===== config.mk =====
export PLATFORM = sky130hd
export DESIGN_NAME = eecfg_loader
export DESIGN_NICKNAME = d
export VERILOG_FILES = /design/src/eecfg_pkg.sv /design/src/eecfg_serial_reader.sv /design/src/eecfg_avmm_regs.sv /design/src/eecfg_loader.sv
export SDC_FILE = /design/constraint.sdc
export NUM_CORES = 1
export LEC_CHECK = 0
export ABC_CLOCK_PERIOD_IN_PS = 1950
export BUFFER_PORTS_ARGS = -buffer_cell sky130_fd_sc_hd__buf_2
export CORE_MARGIN = 2
export CORE_UTILIZATION = 25
export DETAILED_ROUTE_END_ITERATION = 7
export HOLD_SLACK_MARGIN = 0.05
export PLACE_DENSITY = 0.44
export REMOVE_ABC_BUFFERS = 1
export SLEW_MARGIN = 20
export SYNTH_ARGS = -nofsm -noshare
export SYNTH_HDL_FRONTEND = slang
export SYNTH_SLANG_ARGS = --single-unit

===== constraint.sdc =====
create_clock -name i_clock -period 1.95 [get_ports i_clock]
set_clock_uncertainty 0.1 [all_clocks]
set_input_delay 0.39 -clock i_clock [delete_from_list [all_inputs] [get_ports i_clock]]
set_output_delay 0.39 -clock i_clock [all_outputs]
set_load 0.02 [all_outputs]

===== src/eecfg_pkg.sv =====
/*
 * Shared constants for the EEPROM configuration program loader:
 * word field positions, header signature, zone selectors, writable
 * PCI configuration offsets, register-bus map and serial timing.
 * Assumes a single 200 MHz clock domain.
 */
package eecfg_pkg;
    localparam int unsigned CLK_MHZ = 200;
    localparam int unsigned EE_SK_NS = 1000;
    localparam int unsigned EE_HALF_CYC = (EE_SK_NS * CLK_MHZ) / 2000;
    localparam logic [7:0] EE_HALF_M1 = 8'(EE_HALF_CYC - 1);

    localparam int unsigned WORD_W = 16;
    localparam int unsigned ADDR_W = 8;
    localparam logic [2:0] EE_READ_OP = 3'h6;
    localparam logic [4:0] EE_CMD_BITS = 5'h0B;
    localparam logic [4:0] EE_DATA_BITS = 5'h10;
    localparam logic [4:0] EE_DUMMY_BITS = 5'h01;

    localparam int unsigned B_MORE = 15;
    localparam int unsigned B_OFS_HI = 14;
    localparam int unsigned B_OFS_LO = 8;
    localparam int unsigned B_SIG_HI = 15;
    localparam int unsigned B_SIG_LO = 4;
    localparam int unsigned B_Z1 = 3;
    localparam int unsigned B_Z2 = 2;
    localparam int unsigned B_Z3 = 1;
    localparam int unsigned B_Z4 = 0;
    localparam int unsigned B_FN_HI = 2;
    // Arbitrary signature value, chosen for this block
    localparam logic [11:0] HDR_SIGNATURE = 12'hA5C;
    localparam logic [2:0] FUNC_ZERO = 3'h0;

    localparam logic [6:0] ID_VEN_LO = 7'h00;
    localparam logic [6:0] ID_VEN_HI = 7'h01;
    localparam logic [6:0] ID_SVEN_LO = 7'h02;
    localparam logic [6:0] ID_SVEN_HI = 7'h03;

    localparam logic [6:0] CFG_DEVID_LO = 7'h02;
    localparam logic [6:0] CFG_DEVID_HI = 7'h03;
    localparam logic [6:0] CFG_STATUS = 7'h06;
    localparam logic [7:0] CFG_STATUS_MASK = 8'h10;
    localparam logic [6:0] CFG_CLASS_LO = 7'h09;
    localparam logic [6:0] CFG_CLASS_HI = 7'h0B;
    localparam logic [6:0] CFG_SSID_LO = 7'h2E;
    localparam logic [6:0] CFG_SSID_HI = 7'h2F;
    localparam logic [6:0] CFG_INTPIN = 7'h3D;
    localparam logic [6:0] CFG_PM_LO = 7'h42;
    localparam logic [6:0] CFG_PM_HI = 7'h43;

    // Local registers the program may write (byte offsets), as a 128-bit mask
    localparam logic [127:0] LOCAL_WR_MASK = 128'h0000_0000_0000_0000_0000_0000_FFFF_FFF0;

    localparam logic [3:0] REG_CTRL = 4'h0;
    localparam logic [3:0] REG_STATUS = 4'h4;
    localparam logic [3:0] REG_WORDS = 4'h8;
    localparam int unsigned B_VALID = 28;
    localparam int unsigned B_RELOAD = 29;
    localparam logic [31:0] UNMAPPED_RD = 32'h0000_0000;

    typedef enum logic [1:0] {EECFG_Z_LOCAL, EECFG_Z_ID, EECFG_Z_PCI, EECFG_Z_FUNC} eecfg_zone_e;

    // First enabled zone at or after the given one; 3'h4 means none remain
    function automatic logic [2:0] eecfg_next_zone(input logic [3:0] en, input logic [2:0] after);
        logic [2:0] r;
        r = 3'h4;
        for (int i = 3; i >= 0; i--) begin
            if (en[3 - i] && (3'(i) >= after)) begin
                r = 3'(i);
            end
        end
        return r;
    endfunction
endpackage


===== src/eecfg_serial_reader.sv =====
/*
 * Serial EEPROM word reader: shifts out a read command and address,
 * then shifts in one 16-bit word MSB first.
 * Assumes the EEPROM drives data out on the falling serial clock.
 */
`timescale 1ns/1ps
`default_nettype none
module eecfg_serial_reader
    import eecfg_pkg::*;
(
    input wire logic i_clock,
    input wire logic i_srst,
    input wire logic i_start,
    input wire logic [eecfg_pkg::ADDR_W-1:0] i_addr,
    input wire logic i_ee_do,
    output logic o_ee_cs,
    output logic o_ee_sk,
    output logic o_ee_di,
    output logic o_busy,
    output logic o_done,
    output logic [eecfg_pkg::WORD_W-1:0] o_data
);
    typedef enum logic [1:0] {EECFG_R_IDLE, EECFG_R_CMD, EECFG_R_DATA, EECFG_R_END} eecfg_rd_e;
    eecfg_rd_e state_ff;
    logic [7:0] div_ff;
    logic [4:0] cnt_ff;
    logic [10:0] shout_ff;
    logic tick;

    assign tick = (div_ff == EE_HALF_M1);
    assign o_busy = (state_ff != EECFG_R_IDLE);

    always_ff @(posedge i_clock) begin
        if (i_srst || state_ff == EECFG_R_IDLE || tick) begin
            div_ff <= 8'h00;
        end else begin
            div_ff <= div_ff + 8'h01;
        end
    end

    // Word fetch: command and address out, data in
    always_ff @(posedge i_clock) begin
        if (i_srst) begin
            state_ff <= EECFG_R_IDLE;
            o_ee_cs <= 1'b0;
            o_ee_sk <= 1'b0;
            o_ee_di <= 1'b0;
            o_done <= 1'b0;
            o_data <= '0;
            cnt_ff <= '0;
            shout_ff <= '0;
        end else begin
            o_done <= 1'b0;
            unique case (state_ff)
                EECFG_R_IDLE: begin
                    if (i_start) begin
                        state_ff <= EECFG_R_CMD;
                        o_ee_cs <= 1'b1;
                        o_ee_di <= EE_READ_OP[2];
                        shout_ff <= {EE_READ_OP[1:0], i_addr, 1'b0};
                        cnt_ff <= EE_CMD_BITS;
                    end
                end
                EECFG_R_CMD: begin
                    if (tick) begin
                        o_ee_sk <= ~o_ee_sk;
                        if (o_ee_sk) begin
                            // Bit changes on the fall, steady at the rise
                            o_ee_di <= shout_ff[10];
                            shout_ff <= {shout_ff[9:0], 1'b0};
                            if (cnt_ff == EE_DUMMY_BITS) begin
                                state_ff <= EECFG_R_DATA;
                                cnt_ff <= EE_DATA_BITS;
                            end else begin
                                cnt_ff <= cnt_ff - 5'h01;
                            end
                        end
                    end
                end
                EECFG_R_DATA: begin
                    if (tick) begin
                        o_ee_sk <= ~o_ee_sk;
                        if (!o_ee_sk) begin
                            o_data <= {o_data[WORD_W-2:0], i_ee_do};
                            cnt_ff <= cnt_ff - 5'h01;
                        end else if (cnt_ff == 5'h00) begin
                            state_ff <= EECFG_R_END;
                        end
                    end
                end
                EECFG_R_END: begin
                    o_ee_cs <= 1'b0;
                    o_ee_di <= 1'b0;
                    o_done <= 1'b1;
                    state_ff <= EECFG_R_IDLE;
                end
            endcase
        end
    end
endmodule
`default_nettype wire


===== src/eecfg_avmm_regs.sv =====
/*
 * Avalon-MM slave for the loader's control and status words.
 * Assumes a master that holds each request until waitrequest is low.
 */
`timescale 1ns/1ps
`default_nettype none
module eecfg_avmm_regs
    import eecfg_pkg::*;
(
    input wire logic i_clock,
    input wire logic i_srst,
    input wire logic [3:0] i_address,
    input wire logic i_read,
    input wire logic i_write,
    input wire logic [31:0] i_writedata,
    input wire logic i_valid,
    input wire logic i_loading,
    input wire logic [7:0] i_words,
    output logic [31:0] o_readdata,
    output logic o_waitrequest,
    output logic o_reload
);
    // Idles high, drops for the one cycle that answers a request
    always_ff @(posedge i_clock) begin
        if (i_srst) begin
            o_waitrequest <= 1'b1;
        end else begin
            o_waitrequest <= !((i_read || i_write) && o_waitrequest);
        end
    end

    // Writing 1 to bit 29 restarts the load
    always_ff @(posedge i_clock) begin
        if (i_srst) begin
            o_reload <= 1'b0;
        end else begin
            o_reload <= i_write && !o_waitrequest && (i_address == REG_CTRL)
                && i_writedata[B_RELOAD];
        end
    end

    always_ff @(posedge i_clock) begin
        if (i_srst) begin
            o_readdata <= '0;
        end else if (i_read && o_waitrequest) begin
            unique case (i_address)
                REG_CTRL: o_readdata <= 32'(i_valid) << B_VALID;
                REG_STATUS: o_readdata <= {31'h0, i_loading};
                REG_WORDS: o_readdata <= {24'h0, i_words};
                default: o_readdata <= UNMAPPED_RD;
            endcase
        end
    end
endmodule
`default_nettype wire


===== src/eecfg_loader.sv =====
/*
 * EEPROM configuration program parser. Fetches 16-bit words, checks the
 * header, walks the enabled zones and emits byte writes to the local
 * registers, identification bytes, PCI configuration bytes and function
 * accesses. Assumes the device retries PCI accesses while o_retry is high.
 */
// Summary of operation
// - Signature match sets valid bit 28
// - Header bits 3..0 enable zones 1..4
// - Present zones follow back to back
// - Zone1 word: offset 14:8, data 7:0
// - Zone1 bit 15 chains next word
// - Non-writable local registers stay unchanged
// - Zone2 selectors pick vendor identifier bytes
// - Zone2 bit 15 chains next byte
// - Zone3 header bit 15 opens function
// - Zone3 data word writes PCI byte
// - Zone3 writes only allowed identifier bytes
// - Interrupt pin, PM bytes, status bit 4
// - Control bit 29 restarts the load
// - Load starts after reset, ends at end
// - PCI accesses retried while loading
// - Serial read command, address, data word
// - Zone4 pairs; second word bit 15 chains next pair
`timescale 1ns/1ps
`default_nettype none
module eecfg_loader
    import eecfg_pkg::*;
(
    input wire logic i_clock,
    input wire logic i_srst,
    input wire logic [3:0] i_address,
    input wire logic i_read,
    input wire logic i_write,
    input wire logic [31:0] i_writedata,
    output logic [31:0] o_readdata,
    output logic o_waitrequest,
    input wire logic i_ee_do,
    output logic o_ee_cs,
    output logic o_ee_sk,
    output logic o_ee_di,
    output logic o_retry,
    output logic o_valid,
    output logic o_local_we,
    output logic [6:0] o_local_ofs,
    output logic [7:0] o_local_data,
    output logic o_id_we,
    output logic [1:0] o_id_sel,
    output logic [7:0] o_id_data,
    output logic o_cfg_we,
    output logic [6:0] o_cfg_ofs,
    output logic [7:0] o_cfg_data,
    output logic o_func_we,
    output logic o_func_is_write,
    output logic [2:0] o_func_bar,
    output logic [7:0] o_func_addr,
    output logic [7:0] o_func_data
);
    typedef enum logic [2:0] {
        EECFG_S_IDLE, EECFG_S_FETCH, EECFG_S_WAIT, EECFG_S_PARSE, EECFG_S_DONE
    } eecfg_st_e;
    typedef enum logic [2:0] {
        EECFG_W_HDR, EECFG_W_Z1, EECFG_W_Z2, EECFG_W_FHDR, EECFG_W_FDATA,
        EECFG_W_Z4A, EECFG_W_Z4B
    } eecfg_word_e;

    eecfg_st_e state_ff;
    eecfg_word_e kind_ff;
    logic [ADDR_W-1:0] addr_ff;
    logic [3:0] zen_ff;
    logic fn_ok_ff;
    logic [WORD_W-1:0] z4a_ff;
    logic [7:0] words_ff;
    logic rd_start;
    logic rd_busy;
    logic rd_done;
    logic [WORD_W-1:0] rd_data;
    logic reload;
    logic [6:0] ofs;
    logic more;
    logic reload_pend_ff;
    logic reload_go;

    assign ofs = rd_data[B_OFS_HI:B_OFS_LO];
    assign more = rd_data[B_MORE];
    assign rd_start = (state_ff == EECFG_S_FETCH);
    assign reload_go = (reload || reload_pend_ff) && !rd_busy
        && state_ff != EECFG_S_FETCH && state_ff != EECFG_S_WAIT;

    eecfg_serial_reader u_reader (
        .i_clock(i_clock),
        .i_srst(i_srst),
        .i_start(rd_start),
        .i_addr(addr_ff),
        .i_ee_do(i_ee_do),
        .o_ee_cs(o_ee_cs),
        .o_ee_sk(o_ee_sk),
        .o_ee_di(o_ee_di),
        .o_busy(rd_busy),
        .o_done(rd_done),
        .o_data(rd_data)
    );

    eecfg_avmm_regs u_regs (
        .i_clock(i_clock),
        .i_srst(i_srst),
        .i_address(i_address),
        .i_read(i_read),
        .i_write(i_write),
        .i_writedata(i_writedata),
        .i_valid(o_valid),
        .i_loading(o_retry),
        .i_words(words_ff),
        .o_readdata(o_readdata),
        .o_waitrequest(o_waitrequest),
        .o_reload(reload)
    );

    function automatic eecfg_word_e zone_kind(input logic [2:0] z);
        unique case (z)
            3'h0: return EECFG_W_Z1;
            3'h1: return EECFG_W_Z2;
            3'h2: return EECFG_W_FHDR;
            default: return EECFG_W_Z4A;
        endcase
    endfunction

    // Zone 3 writable bytes; vendor identifiers are not among them
    function automatic logic cfg_writable(input logic [6:0] o);
        return (o == CFG_DEVID_LO) || (o == CFG_DEVID_HI) || (o == CFG_STATUS)
            || (o >= CFG_CLASS_LO && o <= CFG_CLASS_HI)
            || (o == CFG_SSID_LO) || (o == CFG_SSID_HI) || (o == CFG_INTPIN)
            || (o == CFG_PM_LO) || (o == CFG_PM_HI);
    endfunction

    // First enabled zone at or after the given one, or 3'h4 when none is enabled at or after it
    function automatic logic [2:0] after_zone(input logic [3:0] en, input logic [2:0] z);
        return eecfg_next_zone(en, z);
    endfunction

    // Reload waits while a word is in flight
    always_ff @(posedge i_clock) begin
        if (i_srst) begin
            reload_pend_ff <= 1'b0;
        end else begin
            reload_pend_ff <= (reload || reload_pend_ff) && !reload_go;
        end
    end

    // Sequencing; a reload request restarts from the header
    always_ff @(posedge i_clock) begin
        if (i_srst) begin
            state_ff <= EECFG_S_FETCH;
            kind_ff <= EECFG_W_HDR;
            addr_ff <= '0;
            zen_ff <= '0;
            fn_ok_ff <= 1'b0;
            z4a_ff <= '0;
            words_ff <= '0;
        end else if (reload_go) begin
            state_ff <= EECFG_S_FETCH;
            kind_ff <= EECFG_W_HDR;
            addr_ff <= '0;
            words_ff <= '0;
        end else begin
            unique case (state_ff)
                EECFG_S_IDLE, EECFG_S_DONE: begin
                end
                EECFG_S_FETCH: state_ff <= EECFG_S_WAIT;
                EECFG_S_WAIT: begin
                    if (rd_done) begin
                        state_ff <= EECFG_S_PARSE;
                        addr_ff <= addr_ff + 8'h01;
                        words_ff <= words_ff + 8'h01;
                    end
                end
                EECFG_S_PARSE: begin
                    state_ff <= EECFG_S_FETCH;
                    unique case (kind_ff)
                        EECFG_W_HDR: begin
                            // A bad signature ends the load with nothing applied
                            zen_ff <= rd_data[B_Z1:B_Z4];
                            if (rd_data[B_SIG_HI:B_SIG_LO] != HDR_SIGNATURE) begin
                                state_ff <= EECFG_S_DONE;
                            end else if (after_zone(rd_data[B_Z1:B_Z4], 3'h0) == 3'h4) begin
                                state_ff <= EECFG_S_DONE;
                            end else begin
                                kind_ff <= zone_kind(after_zone(rd_data[B_Z1:B_Z4], 3'h0));
                            end
                        end
                        EECFG_W_Z1, EECFG_W_Z2: begin
                            // Chain bit keeps the zone
                            if (!more) begin
                                if (after_zone(zen_ff, (kind_ff == EECFG_W_Z1) ? 3'h1 : 3'h2)
                                        == 3'h4) begin
                                    state_ff <= EECFG_S_DONE;
                                end else begin
                                    kind_ff <= zone_kind(after_zone(zen_ff,
                                        (kind_ff == EECFG_W_Z1) ? 3'h1 : 3'h2));
                                end
                            end
                        end
                        EECFG_W_FHDR: begin
                            // Closed zone 3 moves on; open function takes data
                            fn_ok_ff <= (rd_data[B_OFS_HI:B_FN_HI+1] == '0)
                                && (rd_data[B_FN_HI:0] == FUNC_ZERO);
                            if (more) begin
                                kind_ff <= EECFG_W_FDATA;
                            end else if (!zen_ff[B_Z4]) begin
                                state_ff <= EECFG_S_DONE;
                            end else begin
                                kind_ff <= EECFG_W_Z4A;
                            end
                        end
                        EECFG_W_FDATA: begin
                            if (!more) begin
                                kind_ff <= EECFG_W_FHDR;
                            end
                        end
                        EECFG_W_Z4A: begin
                            z4a_ff <= rd_data;
                            kind_ff <= EECFG_W_Z4B;
                        end
                        EECFG_W_Z4B: begin
                            if (more) begin
                                kind_ff <= EECFG_W_Z4A;
                            end else begin
                                state_ff <= EECFG_S_DONE;
                            end
                        end
                    endcase
                end
                default: state_ff <= EECFG_S_IDLE;
            endcase
        end
    end

    // Retry termination while loading; valid bit on signature match
    always_ff @(posedge i_clock) begin
        if (i_srst) begin
            o_retry <= 1'b1;
            o_valid <= 1'b0;
        end else begin
            o_retry <= (state_ff != EECFG_S_DONE) && (state_ff != EECFG_S_IDLE);
            if (reload_go) begin
                o_valid <= 1'b0;
            end else if (state_ff == EECFG_S_PARSE && kind_ff == EECFG_W_HDR) begin
                o_valid <= (rd_data[B_SIG_HI:B_SIG_LO] == HDR_SIGNATURE);
            end
        end
    end

    // Byte write strobes, one cycle each, only after a valid header
    always_ff @(posedge i_clock) begin
        if (i_srst) begin
            o_local_we <= 1'b0;
            o_local_ofs <= '0;
            o_local_data <= '0;
            o_id_we <= 1'b0;
            o_id_sel <= '0;
            o_id_data <= '0;
            o_cfg_we <= 1'b0;
            o_cfg_ofs <= '0;
            o_cfg_data <= '0;
            o_func_we <= 1'b0;
            o_func_is_write <= 1'b0;
            o_func_bar <= '0;
            o_func_addr <= '0;
            o_func_data <= '0;
        end else begin
            o_local_we <= 1'b0;
            o_id_we <= 1'b0;
            o_cfg_we <= 1'b0;
            o_func_we <= 1'b0;
            if (state_ff == EECFG_S_PARSE) begin
                o_local_ofs <= ofs;
                o_local_data <= rd_data[7:0];
                o_cfg_ofs <= ofs;
                o_id_data <= rd_data[7:0];
                o_id_sel <= ofs[1:0];
                // Status byte keeps only the extended-capabilities bit
                o_cfg_data <= (ofs == CFG_STATUS) ? (rd_data[7:0] & CFG_STATUS_MASK)
                                                  : rd_data[7:0];
                o_func_is_write <= z4a_ff[11];
                o_func_bar <= z4a_ff[14:12];
                o_func_addr <= z4a_ff[7:0];
                o_func_data <= rd_data[7:0];
                unique case (kind_ff)
                    EECFG_W_Z1: o_local_we <= LOCAL_WR_MASK[ofs];
                    EECFG_W_Z2: o_id_we <= (ofs <= ID_SVEN_HI);
                    EECFG_W_FDATA: o_cfg_we <= fn_ok_ff && cfg_writable(ofs);
                    EECFG_W_Z4B: o_func_we <= 1'b1;
                    default: begin
                    end
                endcase
            end
        end
    end
endmodule
`default_nettype wire


==> out/results.ini <==
[flow_run]
drv_cap = 0

[die]
fp.dieW_microns = 160
placementRows = 57
io_pins = 143
die_height_microns = 160
start_util = 0.252
dieArea_sq_mm = 0.0257
fp.coreArea_sq_mm = 0.0242

[outcome]
status = finished, final reports clean

[yosys]
synth.largest_area_cell = dfxtp_1
synthFlopType = dfxtp_1
synth_area_sq_mm = 0.00610
syn_inst = 696
avgSynthCellArea_sq_um = 8.77
async_flop_share = 0
synth-edff-count = 0
yosysWarnings = 0
ys_seq_area_frac = 0.443
ys_types = 65
yosysTopAreaCellShare = 0.443
synth_area_leaders = dfxtp_1 44%, mux2i_1 7.2%, buf_4 6.2%
ys_ff_latch = 135

[clock_network]
htreeDepth = 4
cts_tree = built
holdBufCountCts = 0
cts.clk_slew.worst_paths_ns = 0.06
cts.path.max_buffers = 2
cts_sinks = 135
clkLatencyLatePin_ns = 0.43
cts-root-buf = clkbuf_16
cts_buffers = 17

[sta]
timing.hold.ws_ns = 0.0824
rsz0062_at_grt = true
period_share = 0.948
tightest_slew_ns = 0.495
finalMaxSlewViolations = 0
fmax_ghz = 0.541
finalCriticalPeriod_ns = 1.85
slew_headroom = 0.667
hold_violations = 0
fin_ws_ns = 0.101
setup-tns-final_ns = 0
setup_violations = 0

[finish]
area_growth_pct = 24.9
antenna_cells = 0
fin_util = 0.315
nets = 839
final_layout_size_suffix_gt1_frac = 0.240

[detailed_routing]
via_count = 4922
detail_route.wl_per_cell_microns = 13.1
dr.pass1.iters = 4
routed_wl_mm = 14.8
drtAntennaViolNets = 0
routed_via_density = 4.38
drc_errors = 0
drtIter0Drc = 245

[placed_design]
dp_slack_ns = 0.0713
dpl.hpwl_mm = 10.3
place.gp.congestion = 0.746
io_buffer_count = 88

[setup_path]
cp_max_fo = 4
start_kind = flip-flop
cp.arrival_ns = 2.05
required_ns = 2.15
path_class = reg2reg
endpoint_kind = flip-flop

[global_routing]
grt_pass1_wl_mm = 24.1
grt_use_total = 0.117
overflow = 0
grt_pass1_vias = 4602
grt_max_degree = 40
antenna_found_initial = 0

[pwr]
p_leak_nw = 3.20
p_per_area_mw_per_mm2 = 1080
peakVddDrop_mv = 0.445

[worst_hold_path]
hp-class = in2reg

==> cells in the mapped netlist (all sizes together), types with 2 or more instances <==
cell / number
mux2i: 44
and3: 6
nand3: 12
nand2b: 6
xnor2: 7
nor4: 4
a21oi: 45
or3: 4
o32ai: 3
a311oi: 2
or4: 3
clkbuf: 25
nand4: 11
a211oi: 13
nand4b: 2
a31oi: 2
a21o: 3
dfxtp: 135
ha: 9
nor2b: 6
nor2: 98
nand3b: 7
buf: 65
or2: 4
a22oi: 16
nor3: 12
xor2: 14
nand2: 82
nor3b: 3
and4: 3
o21ai: 13
o211ai: 3
o2111a: 3
inv: 11
and4bb: 3
==> cells by family after synthesis <==
kind of cell / after synthesis / synth area share
other: 1 / 0.000614
adders and majority gates: 9 / 0.0185
AOI/OAI and AO/OA: 114 / 0.128
xor gates and xnor gates: 21 / 0.0301
buffers and inverters: 101 / 0.0957
DFF: 135 / 0.443
muxes: 45 / 0.0740
and+or+nand+nor: 270 / 0.210
==> final cells by class <==
type                    count  area (sq um)
clock inverters            13           218
clock buffers              18           439
repair buffers            142           898
flip-flops and latches    135          2710
well taps                 324           405
fillers                  2586         16600
multi-input cells         482          2920
inverters                  11          41.3
==> timing repair <==
action,in CTS,in global routing
hold endpoints to repair,0,0
setup endpoints to repair,0,10
buffers inserted,0,1
resized for setup,0,8
==> per-layer routing <==
| layer | wire (microns) | track usage |
|---|---|---|
| met1 | 7510 | 0.159 |
| met2 | 6650 | 0.184 |
| met3 | 497 | 0.0301 |
| met4 | 93 | 0.0295 |
| met5 | 0 | 0 |
==> path summary, 6_finish.rpt <==
kind | slack (ns) | depth (start not counted) | endpoint | start
worst max-delay path | 0.10 | 6 | u_reader.state_ff[1] | u_reader.div_ff[1]
worst min-delay path | 0.08 | 2 | u_regs.o_waitrequest | i_write
worst max register to register | 0.10 | 6 | u_reader.state_ff[1] | u_reader.div_ff[1]
worst min register to register | 0.35 | 2 | o_func_addr[7] | o_func_addr[7]
==> state kept, by name (all words and copies together) (netlist names), 5 cells and up <==
name / count
u_reader.shout_ff: 10
o_cfg_ofs: 6
u_reader.o_data: 16
words_ff: 8
o_func_data: 7
u_reader.div_ff: 8
o_func_addr: 8
z4a_ff: 12
u_regs.o_readdata: 9
o_cfg_data: 8
u_reader.cnt_ff: 5
addr_ff: 8
==> report_power, final <==
group	internal (mW)	switching, mW
Sequential	2.94	0.126
Clock	2.32	1.30
Combinational	0.670	0.878
Total	5.93	2.30
==> stage by stage <==
step | total power, mW | instances | instance area, sq um
2_1_floorplan | 4.06 | 628 | 5640
6_report | 8.23 | 1125 | 7620
3_3_place_gp | 4.64 | 1093 | 6940
3_5_place_dp | 4.64 | 1093 | 6940
4_1_cts | 8.29 | 1124 | 7600
5_1_grt | 8.66 | 1125 | 7620
==> critical path, cell delays in order, from the launching register on <==
cell,delay (ns)
dfxtp_1,0.35
ha_1,0.18
and4bb_2,0.29
a21boi_1,0.09
o21ai_2,0.24
nand3_1,0.15
mux2_1,0.33
==> placed cells by master (no fill, tap or decap), drive strengths merged, types with 14 or more instances in the layout <==
| cell | count |
|---|---|
| buf | 142 |
| dfxtp | 135 |
| nor2 | 98 |
| nand2 | 82 |
| a21oi | 45 |
| mux2i | 44 |
| conb | 23 |
| clkbuf | 18 |
| a22oi | 16 |
| inv | 16 |
| xor2 | 14 |
(Power assumes the default switching activity.)
